**src/hw/port_block_pkg.sv**
```systemverilog
// Shared constants for the general-purpose port block: register addresses,
// reset values, port widths and the pins that carry alternate functions.
// Assumes an 8-bit special-function-register bus with 16-bit addresses.
`default_nettype none

package port_block_pkg;
    localparam logic [7:0]  SFR_PAGE          = 8'hff;
    localparam logic [15:0] ADDR_PORT0_DATA   = 16'hff00;
    localparam logic [15:0] ADDR_PORT1_DATA   = 16'hff01;
    localparam logic [15:0] ADDR_PORT2_DATA   = 16'hff02;
    localparam logic [15:0] ADDR_PORT3_DATA   = 16'hff03;
    localparam logic [15:0] ADDR_PORT0_DIR    = 16'hff20;
    localparam logic [15:0] ADDR_PORT1_DIR    = 16'hff21;
    localparam logic [15:0] ADDR_PORT2_DIR    = 16'hff22;
    localparam logic [15:0] ADDR_PORT3_DIR    = 16'hff23;
    localparam logic [15:0] ADDR_PORT2_PULLUP = 16'hff32;
    localparam logic [15:0] ADDR_GROUP_PULLUP = 16'hfff7;

    localparam logic [7:0]  DATA_RESET        = 8'h00;
    localparam logic [7:0]  DIR_RESET         = 8'hff;
    localparam logic [7:0]  PULLUP_RESET      = 8'h00;
    localparam logic [7:0]  READ_UNMAPPED     = 8'h00;

    localparam int          PORT0_WIDTH       = 8;
    localparam int          PORT1_WIDTH       = 6;
    localparam int          PORT2_WIDTH       = 8;
    localparam int          PORT3_WIDTH       = 2;

    localparam int          GROUP_BIT_PORT0   = 0;
    localparam int          GROUP_BIT_PORT1   = 1;
    localparam int          GROUP_BIT_PORT3   = 3;
    localparam logic [7:0]  GROUP_PULLUP_MASK = 8'h0b;

    localparam int          IRQ_PIN_FIRST     = 4;
    localparam int          IRQ_PIN_COUNT     = 3;
    localparam int          CAPTURE_PIN       = 6;
    localparam int          TIMER8_PIN        = 7;
    localparam int          TIMER16_PIN       = 0;
    localparam int          BUZZER_PIN        = 1;
endpackage

`default_nettype wire

```
**src/hw/cmos_port_block.sv**
```systemverilog
// Top of the four-port general-purpose I/O block with its register decode.
// Assumes a CPU special-function bus: one byte or one bit access per strobe.
`default_nettype none

module cmos_port_block (
    input  wire logic        clock,
    input  wire logic        rst,
    input  wire logic [15:0] sfr_addr,
    input  wire logic        sfr_wr,
    input  wire logic        sfr_bit_wr,
    input  wire logic [2:0]  sfr_bit_sel,
    input  wire logic [7:0]  sfr_wdata,
    input  wire logic        sfr_rd,
    output logic      [7:0]  sfr_rdata,
    output logic             sfr_hit,
    input  wire logic [7:0]  port0_pin_in,
    output logic      [7:0]  port0_pin_out,
    output logic      [7:0]  port0_pin_oe,
    output logic      [7:0]  port0_pullup_en,
    input  wire logic [5:0]  port1_pin_in,
    output logic      [5:0]  port1_pin_out,
    output logic      [5:0]  port1_pin_oe,
    output logic      [5:0]  port1_pullup_en,
    input  wire logic [7:0]  port2_pin_in,
    output logic      [7:0]  port2_pin_out,
    output logic      [7:0]  port2_pin_oe,
    output logic      [7:0]  port2_pullup_en,
    input  wire logic [1:0]  port3_pin_in,
    output logic      [1:0]  port3_pin_out,
    output logic      [1:0]  port3_pin_oe,
    output logic      [1:0]  port3_pullup_en,
    input  wire logic        timer8_out,
    input  wire logic        timer16_out,
    input  wire logic        buzzer_out,
    output logic      [2:0]  ext_irq_rise,
    output logic      [2:0]  ext_irq_fall,
    output logic             capture_trigger_in,
    output logic             timer8_clock_in
);
    logic [7:0] port_group_pullup;
    logic [7:0] port2_pullup_bits;
    logic [7:0] next_port_group_pullup;
    logic [7:0] next_port2_pullup_bits;
    logic [7:0] next_sfr_rdata;
    logic       next_sfr_hit;

    logic       in_window;
    logic       any_wr;
    logic [3:0] data_we;
    logic [3:0] data_bit_we;
    logic [3:0] dir_we;
    logic [3:0] dir_bit_we;

    logic [7:0] data_rd0, data_rd1, data_rd2, data_rd3;
    logic [7:0] dir_rd0, dir_rd1, dir_rd2, dir_rd3;
    logic [7:0] dir0;
    logic [5:0] dir1;
    logic [7:0] dir2;
    logic [1:0] dir3;
    logic [7:0] alt_out2;
    logic [1:0] alt_out3;

    // Write decode: a byte strobe and a bit strobe each hit one address.
    always_comb begin
        in_window = sfr_addr[15:8] == port_block_pkg::SFR_PAGE;
        any_wr    = sfr_wr | sfr_bit_wr;
        for (int p = 0; p < 4; p++) begin
            data_we[p]     = sfr_wr
                           && sfr_addr == port_block_pkg::ADDR_PORT0_DATA + 16'(p);
            data_bit_we[p] = sfr_bit_wr
                           && sfr_addr == port_block_pkg::ADDR_PORT0_DATA + 16'(p);
            dir_we[p]      = sfr_wr
                           && sfr_addr == port_block_pkg::ADDR_PORT0_DIR + 16'(p);
            dir_bit_we[p]  = sfr_bit_wr
                           && sfr_addr == port_block_pkg::ADDR_PORT0_DIR + 16'(p);
        end
    end

    // The pull-up option registers; pins see their next value so drive and
    // pull-up change on the same edge.
    always_comb begin
        next_port_group_pullup = port_group_pullup;
        next_port2_pullup_bits = port2_pullup_bits;
        if (any_wr && sfr_addr == port_block_pkg::ADDR_GROUP_PULLUP) begin
            if (sfr_wr) begin
                next_port_group_pullup = sfr_wdata & port_block_pkg::GROUP_PULLUP_MASK;
            end else begin
                next_port_group_pullup[sfr_bit_sel] = sfr_wdata[0];
                next_port_group_pullup = next_port_group_pullup
                                       & port_block_pkg::GROUP_PULLUP_MASK;
            end
        end
        if (any_wr && sfr_addr == port_block_pkg::ADDR_PORT2_PULLUP) begin
            if (sfr_wr) begin
                next_port2_pullup_bits = sfr_wdata;
            end else begin
                next_port2_pullup_bits[sfr_bit_sel] = sfr_wdata[0];
            end
        end
    end

    always_ff @(posedge clock) begin
        if (rst) begin
            port_group_pullup <= port_block_pkg::PULLUP_RESET;
            port2_pullup_bits <= port_block_pkg::PULLUP_RESET;
        end else begin
            port_group_pullup <= next_port_group_pullup;
            port2_pullup_bits <= next_port2_pullup_bits;
        end
    end

    // Alternate outputs enter through the latch merge; the unused bits are idle.
    always_comb begin
        alt_out2                                  = 8'h00;
        alt_out2[port_block_pkg::TIMER8_PIN]      = timer8_out;
        alt_out3                                  = 2'b00;
        alt_out3[port_block_pkg::TIMER16_PIN]     = timer16_out;
        alt_out3[port_block_pkg::BUZZER_PIN]      = buzzer_out;
    end

    // Only the 8 port 2 pins have their own pull-up control path; ports 0, 1 and 3 each share one group bit.
    port_cell #(.WIDTH(port_block_pkg::PORT0_WIDTH), .PER_BIT_PULLUP(1'b0)) u_port0 (
        .clock       (clock),
        .rst         (rst),
        .data_we     (data_we[0]),
        .data_bit_we (data_bit_we[0]),
        .dir_we      (dir_we[0]),
        .dir_bit_we  (dir_bit_we[0]),
        .bit_sel     (sfr_bit_sel),
        .wdata       (sfr_wdata),
        .pullup_sel  ({8{next_port_group_pullup[port_block_pkg::GROUP_BIT_PORT0]}}),
        .pin_in      (port0_pin_in),
        .alt_out     (8'h00),
        .latch       (),
        .dir         (dir0),
        .pin_out     (port0_pin_out),
        .pin_oe      (port0_pin_oe),
        .pullup_en   (port0_pullup_en),
        .data_rd     (data_rd0),
        .dir_rd      (dir_rd0)
    );

    port_cell #(.WIDTH(port_block_pkg::PORT1_WIDTH), .PER_BIT_PULLUP(1'b0)) u_port1 (
        .clock       (clock),
        .rst         (rst),
        .data_we     (data_we[1]),
        .data_bit_we (data_bit_we[1]),
        .dir_we      (dir_we[1]),
        .dir_bit_we  (dir_bit_we[1]),
        .bit_sel     (sfr_bit_sel),
        .wdata       (sfr_wdata),
        .pullup_sel  ({6{next_port_group_pullup[port_block_pkg::GROUP_BIT_PORT1]}}),
        .pin_in      (port1_pin_in),
        .alt_out     (6'h00),
        .latch       (),
        .dir         (dir1),
        .pin_out     (port1_pin_out),
        .pin_oe      (port1_pin_oe),
        .pullup_en   (port1_pullup_en),
        .data_rd     (data_rd1),
        .dir_rd      (dir_rd1)
    );

    port_cell #(.WIDTH(port_block_pkg::PORT2_WIDTH), .PER_BIT_PULLUP(1'b1)) u_port2 (
        .clock       (clock),
        .rst         (rst),
        .data_we     (data_we[2]),
        .data_bit_we (data_bit_we[2]),
        .dir_we      (dir_we[2]),
        .dir_bit_we  (dir_bit_we[2]),
        .bit_sel     (sfr_bit_sel),
        .wdata       (sfr_wdata),
        .pullup_sel  (next_port2_pullup_bits),
        .pin_in      (port2_pin_in),
        .alt_out     (alt_out2),
        .latch       (),
        .dir         (dir2),
        .pin_out     (port2_pin_out),
        .pin_oe      (port2_pin_oe),
        .pullup_en   (port2_pullup_en),
        .data_rd     (data_rd2),
        .dir_rd      (dir_rd2)
    );

    port_cell #(.WIDTH(port_block_pkg::PORT3_WIDTH), .PER_BIT_PULLUP(1'b0)) u_port3 (
        .clock       (clock),
        .rst         (rst),
        .data_we     (data_we[3]),
        .data_bit_we (data_bit_we[3]),
        .dir_we      (dir_we[3]),
        .dir_bit_we  (dir_bit_we[3]),
        .bit_sel     (sfr_bit_sel),
        .wdata       (sfr_wdata),
        .pullup_sel  ({2{next_port_group_pullup[port_block_pkg::GROUP_BIT_PORT3]}}),
        .pin_in      (port3_pin_in),
        .alt_out     (alt_out3),
        .latch       (),
        .dir         (dir3),
        .pin_out     (port3_pin_out),
        .pin_oe      (port3_pin_oe),
        .pullup_en   (port3_pullup_en),
        .data_rd     (data_rd3),
        .dir_rd      (dir_rd3)
    );

    // The pin level is watched, not the latch, so an output-mode toggle on an
    // interrupt pin raises a request just as an external edge would.
    port_edge_detect #(.WIDTH(port_block_pkg::IRQ_PIN_COUNT)) u_irq_edges (
        .clock  (clock),
        .rst    (rst),
        .pin_in (port2_pin_in[port_block_pkg::IRQ_PIN_FIRST +: port_block_pkg::IRQ_PIN_COUNT]),
        .rise   (ext_irq_rise),
        .fall   (ext_irq_fall)
    );

    // Read mux; an address outside the map reads 00 with sfr_hit low.
    always_comb begin
        next_sfr_hit   = in_window;
        next_sfr_rdata = port_block_pkg::READ_UNMAPPED;
        case (sfr_addr)
            port_block_pkg::ADDR_PORT0_DATA:   next_sfr_rdata = data_rd0;
            port_block_pkg::ADDR_PORT1_DATA:   next_sfr_rdata = data_rd1;
            port_block_pkg::ADDR_PORT2_DATA:   next_sfr_rdata = data_rd2;
            port_block_pkg::ADDR_PORT3_DATA:   next_sfr_rdata = data_rd3;
            port_block_pkg::ADDR_PORT0_DIR:    next_sfr_rdata = dir_rd0;
            port_block_pkg::ADDR_PORT1_DIR:    next_sfr_rdata = dir_rd1;
            port_block_pkg::ADDR_PORT2_DIR:    next_sfr_rdata = dir_rd2;
            port_block_pkg::ADDR_PORT3_DIR:    next_sfr_rdata = dir_rd3;
            port_block_pkg::ADDR_PORT2_PULLUP: next_sfr_rdata = port2_pullup_bits;
            port_block_pkg::ADDR_GROUP_PULLUP: next_sfr_rdata = port_group_pullup;
            default:                           next_sfr_hit   = 1'b0;
        endcase
    end

    always_ff @(posedge clock) begin
        if (rst) begin
            sfr_rdata          <= port_block_pkg::READ_UNMAPPED;
            sfr_hit            <= 1'b0;
            capture_trigger_in <= 1'b0;
            timer8_clock_in    <= 1'b0;
        end else begin
            if (sfr_rd) begin
                sfr_rdata <= next_sfr_rdata;
                sfr_hit   <= next_sfr_hit;
            end
            capture_trigger_in <= port2_pin_in[port_block_pkg::CAPTURE_PIN];
            timer8_clock_in    <= port2_pin_in[port_block_pkg::TIMER8_PIN];
        end
    end
endmodule

`default_nettype wire

```
**src/hw/port_cell.sv**
```systemverilog
// One port: output latch, per-pin direction, pin drive and pull-up control.
// Assumes pin_in shows the pin's level, synchronous to clock.
`default_nettype none

module port_cell #(
    parameter int WIDTH          = 8,
    parameter bit PER_BIT_PULLUP = 1'b0
) (
    input  wire logic             clock,
    input  wire logic             rst,
    input  wire logic             data_we,
    input  wire logic             data_bit_we,
    input  wire logic             dir_we,
    input  wire logic             dir_bit_we,
    input  wire logic [2:0]       bit_sel,
    input  wire logic [7:0]       wdata,
    input  wire logic [WIDTH-1:0] pullup_sel,
    input  wire logic [WIDTH-1:0] pin_in,
    input  wire logic [WIDTH-1:0] alt_out,
    output logic      [WIDTH-1:0] latch,
    output logic      [WIDTH-1:0] dir,
    output logic      [WIDTH-1:0] pin_out,
    output logic      [WIDTH-1:0] pin_oe,
    output logic      [WIDTH-1:0] pullup_en,
    output logic      [7:0]       data_rd,
    output logic      [7:0]       dir_rd
);
    logic [WIDTH-1:0] next_latch;
    logic [WIDTH-1:0] next_dir;
    logic [WIDTH-1:0] next_pin_out;
    logic [WIDTH-1:0] next_pin_oe;
    logic [WIDTH-1:0] next_pullup_en;

    function automatic logic [WIDTH-1:0] merge(input logic [WIDTH-1:0] old,
                                               input logic byte_we,
                                               input logic bit_we,
                                               input logic [2:0] sel,
                                               input logic [7:0] wd);
        logic [WIDTH-1:0] res;
        res = old;
        if (byte_we) begin
            res = wd[WIDTH-1:0];
        end else if (bit_we) begin
            for (int i = 0; i < WIDTH; i++) begin
                if (sel == 3'(i)) begin
                    res[i] = wd[0];
                end
            end
        end
        return res;
    endfunction

    always_comb begin
        next_latch   = merge(latch, data_we, data_bit_we, bit_sel, wdata);
        next_dir     = merge(dir, dir_we, dir_bit_we, bit_sel, wdata);
        // An alternate output is merged with the latch, so the latch must be 0 for it.
        next_pin_out = next_latch | alt_out;
        next_pin_oe  = ~next_dir;
        if (PER_BIT_PULLUP) begin
            next_pullup_en = pullup_sel;
        end else begin
            next_pullup_en = pullup_sel & next_dir;
        end
    end

    always_ff @(posedge clock) begin
        if (rst) begin
            latch     <= port_block_pkg::DATA_RESET[WIDTH-1:0];
            dir       <= port_block_pkg::DIR_RESET[WIDTH-1:0];
            pin_out   <= port_block_pkg::DATA_RESET[WIDTH-1:0];
            pin_oe    <= '0;
            pullup_en <= port_block_pkg::PULLUP_RESET[WIDTH-1:0];
        end else begin
            latch     <= next_latch;
            dir       <= next_dir;
            pin_out   <= next_pin_out;
            pin_oe    <= next_pin_oe;
            pullup_en <= next_pullup_en;
        end
    end

    always_comb begin
        data_rd              = 8'h00;
        data_rd[WIDTH-1:0]   = (latch & ~dir) | (pin_in & dir);
        dir_rd               = 8'hff;
        dir_rd[WIDTH-1:0]    = dir;
    end

    logic [WIDTH-1:0] sel_mask;
    always_comb begin
        sel_mask = '0;
        for (int i = 0; i < WIDTH; i++) begin
            sel_mask[i] = (bit_sel == 3'(i));
        end
    end
endmodule

`default_nettype wire

```
**src/hw/port_edge_detect.sv**
```systemverilog
// Level-change detector for the port pins that feed the external interrupt inputs.
// Assumes pin_in is synchronous to clock; valid-edge selection lies downstream.
`default_nettype none

module port_edge_detect #(
    parameter int WIDTH = 3
) (
    input  wire logic             clock,
    input  wire logic             rst,
    input  wire logic [WIDTH-1:0] pin_in,
    output logic      [WIDTH-1:0] rise,
    output logic      [WIDTH-1:0] fall
);
    logic             armed;
    logic [WIDTH-1:0] prev;
    logic [WIDTH-1:0] next_rise;
    logic [WIDTH-1:0] next_fall;

    // The first sample after reset only primes prev, so no false edge is reported.
    always_comb begin
        next_rise = armed ? (pin_in & ~prev) : '0;
        next_fall = armed ? (~pin_in & prev) : '0;
    end

    always_ff @(posedge clock) begin
        if (rst) begin
            armed <= 1'b0;
            prev  <= '0;
            rise  <= '0;
            fall  <= '0;
        end else begin
            armed <= 1'b1;
            prev  <= pin_in;
            rise  <= next_rise;
            fall  <= next_fall;
        end
    end
endmodule

`default_nettype wire

```
**config.mk**
```make
export PLATFORM = sky130hd
export DESIGN_NAME = cmos_port_block
export DESIGN_NICKNAME = d
export VERILOG_FILES = /design/src/hw/port_block_pkg.sv /design/src/hw/cmos_port_block.sv /design/src/hw/port_cell.sv /design/src/hw/port_edge_detect.sv
export SDC_FILE = /design/constraint.sdc
export NUM_CORES = 1
export LEC_CHECK = 0
export BUFFER_PORTS_ARGS = -buffer_cell sky130_fd_sc_hd__clkbuf_2
export CORE_ASPECT_RATIO = 1.75
export CORE_MARGIN = 2
export CORE_UTILIZATION = 61
export CTS_CLUSTER_SIZE = 25
export DETAILED_ROUTE_END_ITERATION = 7
export HOLD_SLACK_MARGIN = 0.1
export PLACE_DENSITY_LB_ADDON = 0.05
export SLEW_MARGIN = 10
export SYNTH_ARGS = -nofsm -noshare
export SYNTH_HDL_FRONTEND = slang
export SYNTH_HIERARCHICAL = 1
export SYNTH_SLANG_ARGS = --single-unit
```
**constraint.sdc**
```tcl
create_clock -name clock -period 4.5 [get_ports clock]
set_clock_uncertainty 0.2 [all_clocks]
set_input_delay 0.9 -clock clock [delete_from_list [all_inputs] [get_ports clock]]
set_output_delay 0.9 -clock clock [all_outputs]
set_load 0.005 [all_outputs]
```
=== Yosys cells after proc, flatten, opt, wreduce, memory -nomap -nowiden ===
Cells that the tools add are included.

* Reductions and logical operators: 52
* Magnitude comparators: 2
* Bitwise gates (word level): 31
* Muxes and demuxes: 68
* Eq/ne operators: 18

{| class="wikitable"
|+ Operators with widths
! cell !! count
|-
| == test 16 bit (second input constant) || 10
|-
| one-hot mux 8 bit (10 select lines) || 1
|-
| 2-to-1 mux 8 bit || 9
|-
| 2-to-1 mux 1 bit || 45
|-
| AND 8 bit || 5
|-
| inverter 8 bit || 4
|-
| nonzero test 2 bit || 16
|-
| AND reduction 2 bit || 14
|-
| 2-to-1 mux 6 bit || 4
|-
| OR 8 bit || 3
|-
| logical AND 1 bit || 19
|-
| AND 6 bit || 3
|-
| bitwise mux 8 bit || 2
|-
| == test 3 bit (second input constant) || 4
|-
| inverter 6 bit || 2
|-
| OR reduction 10 bit || 1
|-
| == test 8 bit (second input constant) || 1
|-
| 2-to-1 mux 2 bit || 4
|-
| 2-to-1 mux 4 bit || 2
|-
| AND 2 bit || 3
|-
| AND 3 bit || 2
|-
| == test 3 x 2 -> 1 bit (second input constant) || 2
|-
| inverter 3 bit || 2
|-
| OR 6 bit || 1
|-
| other kinds (10) || 12
|}

* Register bits after elaboration: 131
* Word-level logic and storage cells: 211
* Output and inout port bits: 89
* Input port bits: 59

=== Longest topological paths before layout ===
Gate-level depths: netlist of the first run.

* Depth after elaboration: 8
* Mapped depth: 10

=== By module ===
Netlist of the first run, hierarchy kept.

{| class="wikitable"
|+ Modules (own cells, without submodules)
! module !! area each (um2) !! cells an instance !! instances !! sequential area each (um2)
|-
| cmos_port_block || 2,153.3 || 265 || 1 || 440.4
|-
| port_cell (u_port0) || 1,821.7 || 191 || 1 || 800.8
|-
| port_cell (u_port2) || 1,741.7 || 175 || 1 || 800.8
|-
| port_cell (u_port1) || 1,448.9 || 150 || 1 || 600.6
|-
| port_cell (u_port3) || 575.6 || 61 || 1 || 200.2
|-
| port_edge_detect || 305.3 || 20 || 1 || 200.2
|}

=== Worst setup path after synthesis of the first run ===
No wires, ideal clock.

* Path kind: input-to-reg
* Start: in sfr_addr[5]
* End: reg u_port1.pin_oe[0]
* Cell stages on the path: 8
* Library setup time: 0.116 ns
* Path slack: 1.132 ns
* Buffers on the path: 1
* Data arrival time: 3.052 ns
* Cells stage by stage: buf_2 or4b_4 nor3_1 nand2_1 nor2_1 or4b_1 a21bo_2 and3b_1

* Word-level cells in the longest chain between the ends: 5
* Elaborated cells on any way between the ends: 6
* Classes of those cells: eq/ne: 1; mux: 2; bitwise: 1; reduce/logical: 2

{| class="wikitable"
|+ RTL lines
! item !! line !! text
|-
| start: declaration || cmos_port_block.sv:8 || <nowiki>input wire logic [15:0] sfr_addr,</nowiki>
|-
| == test 16 bit || cmos_port_block.sv:75 || <nowiki>&& sfr_addr == port_block_pkg::ADDR_PORT0_DIR + 16'(p);</nowiki>
|-
| logical AND 1 bit || cmos_port_block.sv:75 ||
|-
| net dir_bit_we[1] || cmos_port_block.sv:52 || <nowiki>logic [3:0] dir_bit_we;</nowiki>
|-
| 2-to-1 mux 6 bit || port_cell.sv:43 || <nowiki>end else if (bit_we) begin</nowiki>
|-
| 2-to-1 mux 6 bit || port_cell.sv:41 || <nowiki>if (byte_we) begin</nowiki>
|-
| inverter 6 bit || port_cell.sv:58 || <nowiki>next_pin_oe = ~next_dir;</nowiki>
|-
| end signal: assignment || port_cell.sv:77 || <nowiki>pin_oe <= next_pin_oe;</nowiki>
|-
| end: declaration || port_cell.sv:23 || <nowiki>output logic [WIDTH-1:0] pin_oe,</nowiki>
|}

The timed path passes the listed nets, and every way through them passes these cells.
A chain may end at the register's enable or synchronous reset.

=== Worst setup path in the final report of the first run ===
* Start: in sfr_addr[5]
* End: reg u_port0.pullup_en[4]

* Word-level cells in the longest chain between the ends: 5
* Elaborated cells on any way between the ends: 9
* Classes of those cells: eq/ne: 2; mux: 3; bitwise: 1; reduce/logical: 3

{| class="wikitable"
|+ RTL lines
! item !! line !! text
|-
| == test 16 bit || cmos_port_block.sv:75 ||
|-
| logical AND 1 bit || cmos_port_block.sv:75 ||
|-
| net dir_bit_we[0] || cmos_port_block.sv:52 ||
|-
| 2-to-1 mux 8 bit || port_cell.sv:43 ||
|-
| 2-to-1 mux 8 bit || port_cell.sv:41 ||
|-
| AND 8 bit || port_cell.sv:62 || <nowiki>next_pullup_en = pullup_sel & next_dir;</nowiki>
|-
| end signal: assignment || port_cell.sv:72 || <nowiki>pullup_en <= port_block_pkg::PULLUP_RESET[WIDTH-1:0];</nowiki>
|-
| end signal: assignment || port_cell.sv:78 || <nowiki>pullup_en <= next_pullup_en;</nowiki>
|-
| end: declaration || port_cell.sv:24 || <nowiki>output logic [WIDTH-1:0] pullup_en,</nowiki>
|}

The timed path passes the listed nets, and every way through them passes these cells.

==> run summary, run 1 <==
Setup-failing EPs final = 0
Num Clock Sinks = 152
PortBufs = 147
Cell Pwr Density = 332 nW/um^2
GR Overflow Total = 0
Total Wirelength = 25900 um
Seq cells post-synth = 152
first-pass GRT wire length = 39800 um
post-route ant nets = 0
Max Buffers Root-to-Sink = 2
synth-to-layout area growth = 15.2%
Die W = 90.8 um
GPL Wtd Cong = 0.991
TritonCTS Buffers = 17
row cnt = 55
final slew viol count = 0
crit path time final = 3.61 ns
drt wl/cell = 22.0 um
Vias = 7379
Leakage = 3.92 nW
Syn Inst Count = 862
n_diodes = 0
full die area = 14200 um^2
worst setup path class = input port to flop
fillers = 1036
initial drt markers = 669
num ports = 148
die height = 156 um
initial antenna violation count = 0
fmax = 277 MHz
TritonRoute pass-1 iters = 5
arrival time at the worst endpoint = 3.66 ns
CP max FO = 9
RSZ-0062 raised after global routing = no
Mapped Area = 8050 um^2
setup TNS = 0 ns
starting density of the core = 62.2%
Clock Tree Root = clkbuf_16
post-synthesis sequential area ratio = 37.8%
status = finished, final reports clean
H-tree levels = 4
Slew HR = 31.4%
final core area utilization = 71.6%
GRT Overall Usage = 36.1%
Non-Filler Instances = 1177
TritonCTS clock tree = built
Final Hold Violating Endpoints = 0
DP HPWL = 18600 um
max_cap viols = 0
Worst Path Required = 4.55 ns
period utilization = 80.2%
pin count of the biggest net entering global routing = 99
Core Area = 12900 um^2
worst min path class = flop to flop
Final nets = 1052
Critical Path End Type = flop
vias per cell = 6.27
VDD IR max = 0.365 mV
Post-CTS Setup Inserts = 0
Cells after DPL = 1145
CTS resizes = 0
Slew @ Worst Pin = 1.03 ns
Post-synth EDFFs = 0
CTS Hold Bufs = 0
# DRC = 0
warnings from Yosys = 6
prevailing post-synth register cell = dfxtp_1
Worst-Skew Late Latency = 0.42 ns
ys async rst share = 0%
vias in the first global route = 7279
fraction of layout cells with a size suffix above 1 = 27.6%
synth unique cells = 85
crit path launch type = input port
Clock transition at path regs = 0.07 ns
Avg Cell Area, Syn = 9.33 um^2
==> worst max-delay path, stage by stage <==
cell and delay [ns]:
clkbuf_2 0.20, or4b_4 0.57, nor3_1 0.32, nand2_1 0.25, nor2_1 0.48, nand2_1 0.14, o311ai_1 0.60, a311oi_1 0.20
==> worst paths after layout <==
check / start / end / slack (ns) / cells after the start
setup / recovery: sfr_addr[5] / u_port0/pullup_en[4] / 0.89 / 8
hold / removal: sfr_hit / sfr_hit / 0.27 / 2
setup reg to reg: flop / sfr_rdata[0] / 2.28 / 5
hold reg to reg: sfr_hit / sfr_hit / 0.27 / 2
==> per-layer routing <==
layer | routed length (um) | track usage (%) | vias to the layer above
li1 | - | - | 3358
met1 | 9340 | 41.4 | 3522
met2 | 12800 | 60.7 | 396
met3 | 1830 | 5.75 | 103
met4 | 1960 | 26.3 | 0
met5 | 0 | 0 | -
==> layout make-up <==
type                       instances  area (um^2)  area share [%]
multi-input combinational        621         4430            47.8
sequential                       152         3040            32.8
timing repair buffer             157          813            8.78
clock buffer                      17          425            4.59
tap                              171          214            2.31
clock inverter                    15          179            1.93
inverter                          44          165            1.78
==> power breakdown <==
group / total (mW) / internal [mW] / switching [mW]
Sequential: 1.37 / 1.36 / 0.00516
Combinational: 0.239 / 0.0847 / 0.154
Clock: 1.47 / 0.801 / 0.669
Total: 3.07 / 2.25 / 0.829
==> layout by cell type (no fill, tap or decap), drive strengths merged, types with 7 or more instances in the layout <==
cell type	count
nand2	45
a21oi	32
nor2	64
nand2b	24
nor2b	19
nor3	34
nand3b	8
mux2i	27
and3	8
conb	49
nor4	7
o21ai	9
nand3	31
a211oi	17
nor4b	8
mux2	38
inv	54
o211a	11
or4b	8
buf	11
dfxtp	152
and4bb	18
nand4b	14
o2111ai	8
nand4	8
a22oi	8
clkbuf	163
a221oi	12
o211ai	16
==> cell usage after synthesis, drive strengths merged, types with 9 or more instances <==
library cell  count  area share [%]
mux2i            27             3.4
nor3             34             2.3
nor2b            19             1.5
nand3            31             1.9
a211oi           17             2.0
dfxtp           152              38
o211a            11             1.4
a21oi            32             2.0
a221oi           12             1.7
nand2b           24             1.9
nand4b           14             1.5
inv              44             2.1
mux2             38             5.3
o211ai           16             1.5
nand2            45             2.1
clkbuf           22             1.0
nor2             64             3.0
buf              67             6.1
and4bb           18             2.8
o21ai             9            0.56
==> through the flow <==
step | total power [mW] | worst slack, ns | hold WS [ns] | instance area [um^2]
after detailed placement | 1.63 | 0.611 | 0.261 | 8660
final | 3.07 | 0.889 | 0.271 | 9270
after floorplan | 1.53 | 1.13 | 0.265 | 8210
after CTS | 3.07 | 0.993 | 0.272 | 9270
after global placement | 1.62 | 0.691 | 0.261 | 8660
after global routing | 3.15 | 0.853 | 0.300 | 9270
==> kinds of logic after synthesis <==
logic type | share of synthesized area (%)
AOI/OAI and AO/OA | 17.2
other | 0.233
DFF | 37.8
buffers and inverters | 9.22
muxes | 9.52
and+or+nand+nor | 26.0
(Power assumes the default switching activity.)
==> inputs of run 2 (changes only) <==
--- a/config.mk
+++ b/config.mk
@@ -8,7 +8,7 @@
 export BUFFER_PORTS_ARGS = -buffer_cell sky130_fd_sc_hd__clkbuf_2
 export CORE_ASPECT_RATIO = 1.75
 export CORE_MARGIN = 2
-export CORE_UTILIZATION = 61
+export CORE_UTILIZATION = 51
 export CTS_CLUSTER_SIZE = 25
 export DETAILED_ROUTE_END_ITERATION = 7
 export HOLD_SLACK_MARGIN = 0.1
==> constraint.sdc (replaced) <==
create_clock -name clock -period 3 [get_ports clock]
set_clock_uncertainty 0.2 [all_clocks]
set_input_delay 0.6 -clock clock [delete_from_list [all_inputs] [get_ports clock]]
set_output_delay 0.6 -clock clock [all_outputs]
set_load 0.005 [all_outputs]
==> run 2 against run 1 <==
  * First-iteration DRC count down 36%
  * Sequential power rose by 50%
  * Clock-buffer cell count is the same
  * Clock power increased by 46%
  * Sequential share of layout area down 1.5 points
  * Die area increased by 19%
  * Critical path depth did not move
  * Via count shrank 0.66%
  * Design area rose by 4.9%
  * Non-clock buffer count is 54 higher
  * Cell count is 6.0% higher
  * Combinational power grew 61%
==> run summary, run 2 (synthesis gave the netlist of run 1 again) <==
status = finished, final reports clean (unchanged)
GR Overflow Total = 0 (unchanged)
WHS Path Cells = 2 (unchanged)
Final nets = 1106 (was 1052)
pin count of the biggest net entering global routing = 42 (was 99)
GRT Overall Usage = 30.2% (was 36.1%)
Num Clock Sinks = 152 (unchanged)
initial antenna violation count = 0 (unchanged)
slowest stage cell, crit path = or4b_4 (was o311ai_1)
first-pass GRT wire length = 39100 um (was 39800 um)
Core Area = 15400 um^2 (was 12900 um^2)
vias per cell = 5.87 (was 6.27)
Vias = 7330 (was 7379)
Worst Path Required = 3.12 ns (was 4.55 ns)
VDD IR max = 0.349 mV (was 0.365 mV)
fillers = 1343 (was 1036)
Final Hold Violating Endpoints = 0 (unchanged)
multi-input logic area = 4430 um^2 (about the same)
num ports = 148 (unchanged)
vias in the first global route = 7189 (was 7279)
most frequent cells in the layout = dfxtp_1, clkbuf_2, nor2_1, buf_4, conb_1 (was dfxtp_1, clkbuf_2, nor2_1, conb_1)
Slew HR = 65.2% (was 31.4%)
Clock transition at path regs = 0.07 ns (about the same)
fraction of layout cells with a size suffix above 1 = 31.5% (was 27.6%)
Crit path max-delay family = simple AND/OR/NAND/NOR gates (unchanged)
Worst-Skew Late Latency = 0.42 ns (about the same)
fmax = 374 MHz
Die W = 99.0 um (was 90.8 um)
FF/Latch Area = 3040 um^2 (unchanged)
Slew @ Worst Pin = 0.523 ns (was 1.03 ns)
arrival time at the worst endpoint = 2.79 ns (was 3.66 ns)
period utilization = 89.1%
crit path time final = 2.67 ns
TritonCTS Buffers = 17 (unchanged)
RSZ-0062 raised after global routing = no (unchanged)
CTS resizes = 0 (unchanged)
full die area = 16800 um^2 (was 14200 um^2)
synth-to-layout area growth = 20.8% (was 15.2%)
total power = 4.57 mW (was 3.07 mW)
hold_ws = 0.202 ns (was 0.271 ns)
worst min path class = input port to flop (was flop to flop)
drt wl/cell = 20.5 um (was 22.0 um)
Non-Filler Instances = 1248 (was 1177)
Critical Path End Type = flop (unchanged)
TritonRoute pass-1 iters = 5 (unchanged)
worst setup path class = input port to flop (unchanged)
GPL Wtd Cong = 1.01 (was 0.991)
# DRC = 0 (unchanged)
CTS Hold Bufs = 0 (unchanged)
max_cap viols = 0 (unchanged)
CP max FO = 4 (was 9)
CP peak stage delay = 0.54 ns (was 0.60 ns)
Post-CTS Setup Inserts = 0 (unchanged)
die height = 170 um (was 156 um)
crit-path cells = clkbuf_2 > or4b_4 > nor3_2 > nand2_1 > nor2_1 > nor4bb_1 > mux2_2 > o21ba_2 (was clkbuf_2 > or4b_4 > nor3_1 > nand2_1 > nor2_1 > nand2_1 > o311ai_1 > a311oi_1)
Total Wirelength = 25500 um (was 25900 um)
crit path launch type = input port (unchanged)
starting density of the core = 52.3% (was 62.2%)
Cells after DPL = 1214 (was 1145)
R2R depth = 5 (unchanged)
initial drt markers = 428 (was 669)
post-route ant nets = 0 (unchanged)
TritonCTS clock tree = built (unchanged)
Max Buffers Root-to-Sink = 2 (unchanged)
final core area utilization = 63.2% (was 71.6%)
final slew viol count = 0 (unchanged)
Setup-failing EPs final = 0 (unchanged)
row cnt = 60 (was 55)
Clock Tree Root = clkbuf_16 (unchanged)
DP HPWL = 19100 um (was 18600 um)
Cell Pwr Density = 470 nW/um^2 (was 332 nW/um^2)
PortBufs = 147 (unchanged)
H-tree levels = 4 (unchanged)
leading cell type in the layout, fill and taps excluded = dfxtp_1 (unchanged)
Buf/Inv on CP = 1 (unchanged)
Leakage = 4.18 nW (was 3.92 nW)
WP depth = 8 (unchanged)
-- run 2: cell count changes in the layout (fill, tap and decap cells not counted), sizes merged --
| cell | change |
|---|---|
| buf | +54 |
| clkinv | +2 |
| inv | -2 |
| diode | +2 |
-- run 2: routing by layer --
| metal | GRT usage (%) | share of wire, % | wire, um | up-vias |
|---|---|---|---|---|
| li1 | - | - | - | 3480 |
| met1 | 33.5 | 38 | 9630 | 3449 |
| met2 | 54.0 | 51 | 13100 | 319 |
| met3 | 4.80 | 5.7 | 1440 | 82 |
| met4 | 16.9 | 5.4 | 1370 | 0 |
| met5 | 0 | 0 | 0 | - |
-- run 2: report_power, final --
group	total (mW)	switching, mW	internal [mW]
registers	2.05	0.00715	2.04
clock network	2.14	0.964	1.18
logic	0.384	0.237	0.146
total	4.57	1.21	3.36
-- run 2: area by class of cell --
class | count | area share [%]
multi-input cells | 621 | 45.6
diodes | 2 | 0.0515
flip-flops and latches | 152 | 31.3
well taps | 186 | 2.39
inverters | 44 | 1.70
clock buffers | 17 | 4.38
clock inverters | 15 | 1.62
repair buffers | 211 | 12.9
-- run 2: path summary, 6_finish.rpt --
| kind | from | endpoint | slack (ns) |
|---|---|---|---|
| max | sfr_addr[4] | u_port3/pin_oe[1] | 0.33 |
| min | port2_pin_in[7] | timer8_clock_in | 0.20 |
| max reg2reg | flop | sfr_rdata[2] | 0.81 |
| min reg2reg | sfr_rdata[2] | sfr_rdata[2] | 0.29 |
-- run 2: metrics by stage --
stage | instance area, um^2 | setup TNS, ns | setup slack [ns]
detailed placement | 9130 | -0.0741 | -0.0526
global route | 9710 | 0 | 0.209
global placement | 9130 | 0 | 0.0281
floorplan | 8220 | 0 | 0.0390
finish | 9720 | 0 | 0.326
CTS | 9710 | 0 | 0.404
==> inputs of run 3 (changes only) <==
--- a/config.mk
+++ b/config.mk
@@ -7,7 +7,6 @@
 export LEC_CHECK = 0
 export BUFFER_PORTS_ARGS = -buffer_cell sky130_fd_sc_hd__clkbuf_2
 export CORE_ASPECT_RATIO = 1.75
-export CORE_MARGIN = 2
 export CORE_UTILIZATION = 51
 export CTS_CLUSTER_SIZE = 25
 export DETAILED_ROUTE_END_ITERATION = 7
==> run 3 against run 2 <==
  * Hold slack improved by 0.0056 ns
  * Setup slack improved by 0.013 ns
  * Global-route usage increased by 1.4 points
  * First-iteration DRC count increased by 9.8%
==> run summary, run 3 (synthesis gave the netlist of run 1 again) <==
Hold EP = timer8_clock_in (unchanged)
GR Overflow Total = 0 (unchanged)
full die area = 16300 um^2 (was 16800 um^2)
initial antenna violation count = 0 (unchanged)
R2R depth = 6 (was 5)
crit path launch type = input port (unchanged)
final instance area = 9720 um^2 (unchanged)
DP HPWL = 18800 um (was 19100 um)
max_cap viols = 0 (unchanged)
CP peak stage delay = 0.54 ns (about the same)
GRT Overall Usage = 31.6% (was 30.2%)
Post-CTS Setup Inserts = 0 (unchanged)
initial drt markers = 470 (was 428)
Setup-failing EPs final = 0 (unchanged)
vias in the first global route = 7044 (was 7189)
fillers = 1398 (was 1343)
VDD IR max = 0.331 mV (was 0.349 mV)
Total Wirelength = 25400 um (was 25500 um)
GPL Wtd Cong = 0.955 (was 1.01)
FF-to-FF End = sfr_rdata[3] (was sfr_rdata[2])
Slew HR = 59.6% (was 65.2%)
Core Area = 15400 um^2 (unchanged)
Worst Path Required = 3.12 ns (about the same)
Clock transition at path regs = 0.07 ns (about the same)
Vias = 7267 (was 7330)
r2r setup slk = 0.83 ns (was 0.81 ns)
pin count of the biggest net entering global routing = 88 (was 42)
Die W = 97.0 um (was 99.0 um)
Num Clock Sinks = 152 (unchanged)
Min-Delay Startpoint = port2_pin_in[7] (unchanged)
Critical Path End Type = flop (unchanged)
post-route ant nets = 0 (unchanged)
Leakage = 4.20 nW (was 4.18 nW)
CTS Hold Bufs = 0 (unchanged)
TritonRoute pass-1 iters = 5 (unchanged)
# DRC = 0 (unchanged)
CP max FO = 4 (unchanged)
worst min path class = input port to flop (unchanged)
Final nets = 1109 (was 1106)
die height = 168 um (was 170 um)
most frequent cells in the layout = dfxtp_1, clkbuf_2, buf_4, nor2_1, conb_1 (was dfxtp_1, clkbuf_2, nor2_1, buf_4, conb_1)
Placed Area = 9140 um^2 (was 9130 um^2)
H-tree levels = 4 (unchanged)
synth-to-layout area growth = 20.8% (unchanged)
multi-input logic area = 4430 um^2 (unchanged)
leading cell type in the layout, fill and taps excluded = dfxtp_1 (unchanged)
PortBufs = 147 (unchanged)
num ports = 148 (unchanged)
CTS resizes = 0 (unchanged)
RSZ-0062 raised after global routing = no (unchanged)
FF/Latch Area = 3040 um^2 (unchanged)
Buf/Inv on CP = 1 (unchanged)
Final Hold Violating Endpoints = 0 (unchanged)
final slew viol count = 0 (unchanged)
WHS Path Cells = 2 (unchanged)
vias per cell = 5.82 (was 5.87)
slowest stage cell, crit path = or4b_4 (unchanged)
status = finished, final reports clean (unchanged)
Worst-Skew Late Latency = 0.43 ns (was 0.42 ns)
crit-path cells = clkbuf_2 > or4b_4 > nor3_2 > nand2_1 > nor2_1 > nor4bb_1 > mux2_2 > o21ba_2 (unchanged)
Max Buffers Root-to-Sink = 2 (unchanged)
fmax = 376 MHz (was 374 MHz)
drt wl/cell = 20.4 um (was 20.5 um)
Crit path max-delay family = simple AND/OR/NAND/NOR gates (unchanged)
Slew @ Worst Pin = 0.605 ns (was 0.523 ns)
TritonCTS Buffers = 17 (unchanged)
row cnt = 60 (unchanged)
period utilization = 88.7% (was 89.1%)
starting density of the core = 52.3% (unchanged)
fraction of layout cells with a size suffix above 1 = 31.7% (was 31.5%)
first-pass GRT wire length = 39300 um (was 39100 um)
Clock Tree Root = clkbuf_16 (unchanged)
setup TNS = 0 ns (unchanged)
arrival time at the worst endpoint = 2.78 ns (was 2.79 ns)
worst setup path class = input port to flop (unchanged)
n_diodes = 0 (was 2)
TritonCTS clock tree = built (unchanged)
crit path time final = 2.66 ns (was 2.67 ns)
Cell Pwr Density = 470 nW/um^2 (about the same)
## run 3: report_power, final
part           total (mW)  switching, mW  leakage, nW  internal, mW
sequential           2.05        0.00737         1.23          2.04
clock                2.14          0.965        0.289          1.18
combinational       0.382          0.238         2.68         0.144
total                4.57           1.21         4.20          3.36
## run 3: how the worst max path moves through the flow
stage / startpoint / cells after the start / to / slack [ns]
2_1_floorplan: sfr_addr[5] / 9 / u_port0/pin_oe[0] / 0.04
3_3_place_gp: sfr_addr[4] / 8 / u_port1/pin_oe[0] / -0.04
3_5_place_dp: sfr_addr[4] / 8 / u_port3/pin_oe[1] / -0.06
4_1_cts: sfr_addr[4] / 8 / u_port3/pin_oe[1] / 0.38
5_1_grt: sfr_addr[4] / 8 / u_port1/pin_oe[0] / 0.22
6_report: sfr_addr[4] / 8 / u_port3/pin_oe[1] / 0.34
## run 3: worst reg2reg max path, delay by kind of cell, from the launching register on
kind | cells | cell delay [ns]
mux | 1 | 0.41
simple gates | 1 | 0.08
flops | 1 | 0.44
compound gates | 4 | 0.92
## run 3: metal layers
| metal | GRT usage [%] | vias to the layer above | routed length, um |
|---|---|---|---|
| met3 | 5.02 | 65 | 1260 |
| met4 | 19.1 | 0 | 1340 |
| met1 | 35.8 | 3443 | 9840 |
| met5 | 0 | - | 0 |
| li1 | - | 3476 | - |
| met2 | 55.2 | 283 | 13000 |
## run 3: area by class of cell
type / instances / area share, %
Timing Repair Buffer: 214 / 13.0
Clock inverter: 15 / 1.57
Multi-Input combinational cell: 621 / 45.6
Sequential cell: 152 / 31.3
Clock buffer: 17 / 4.38
Tap cell: 186 / 2.39
Inverter: 44 / 1.70
## run 3: metrics by stage
stage	std cells	hold WS [ns]	util (%)	total power [mW]	worst slack, ns
6_report	1249	0.207	63.2	4.57	0.339
4_1_cts	1249	0.196	63.2	4.61	0.382
2_1_floorplan	906	0.265	-	2.30	0.0390
3_3_place_gp	1217	0.260	59.4	2.47	-0.0352
5_1_grt	1249	0.228	63.2	4.73	0.216
3_5_place_dp	1217	0.267	59.4	2.47	-0.0649
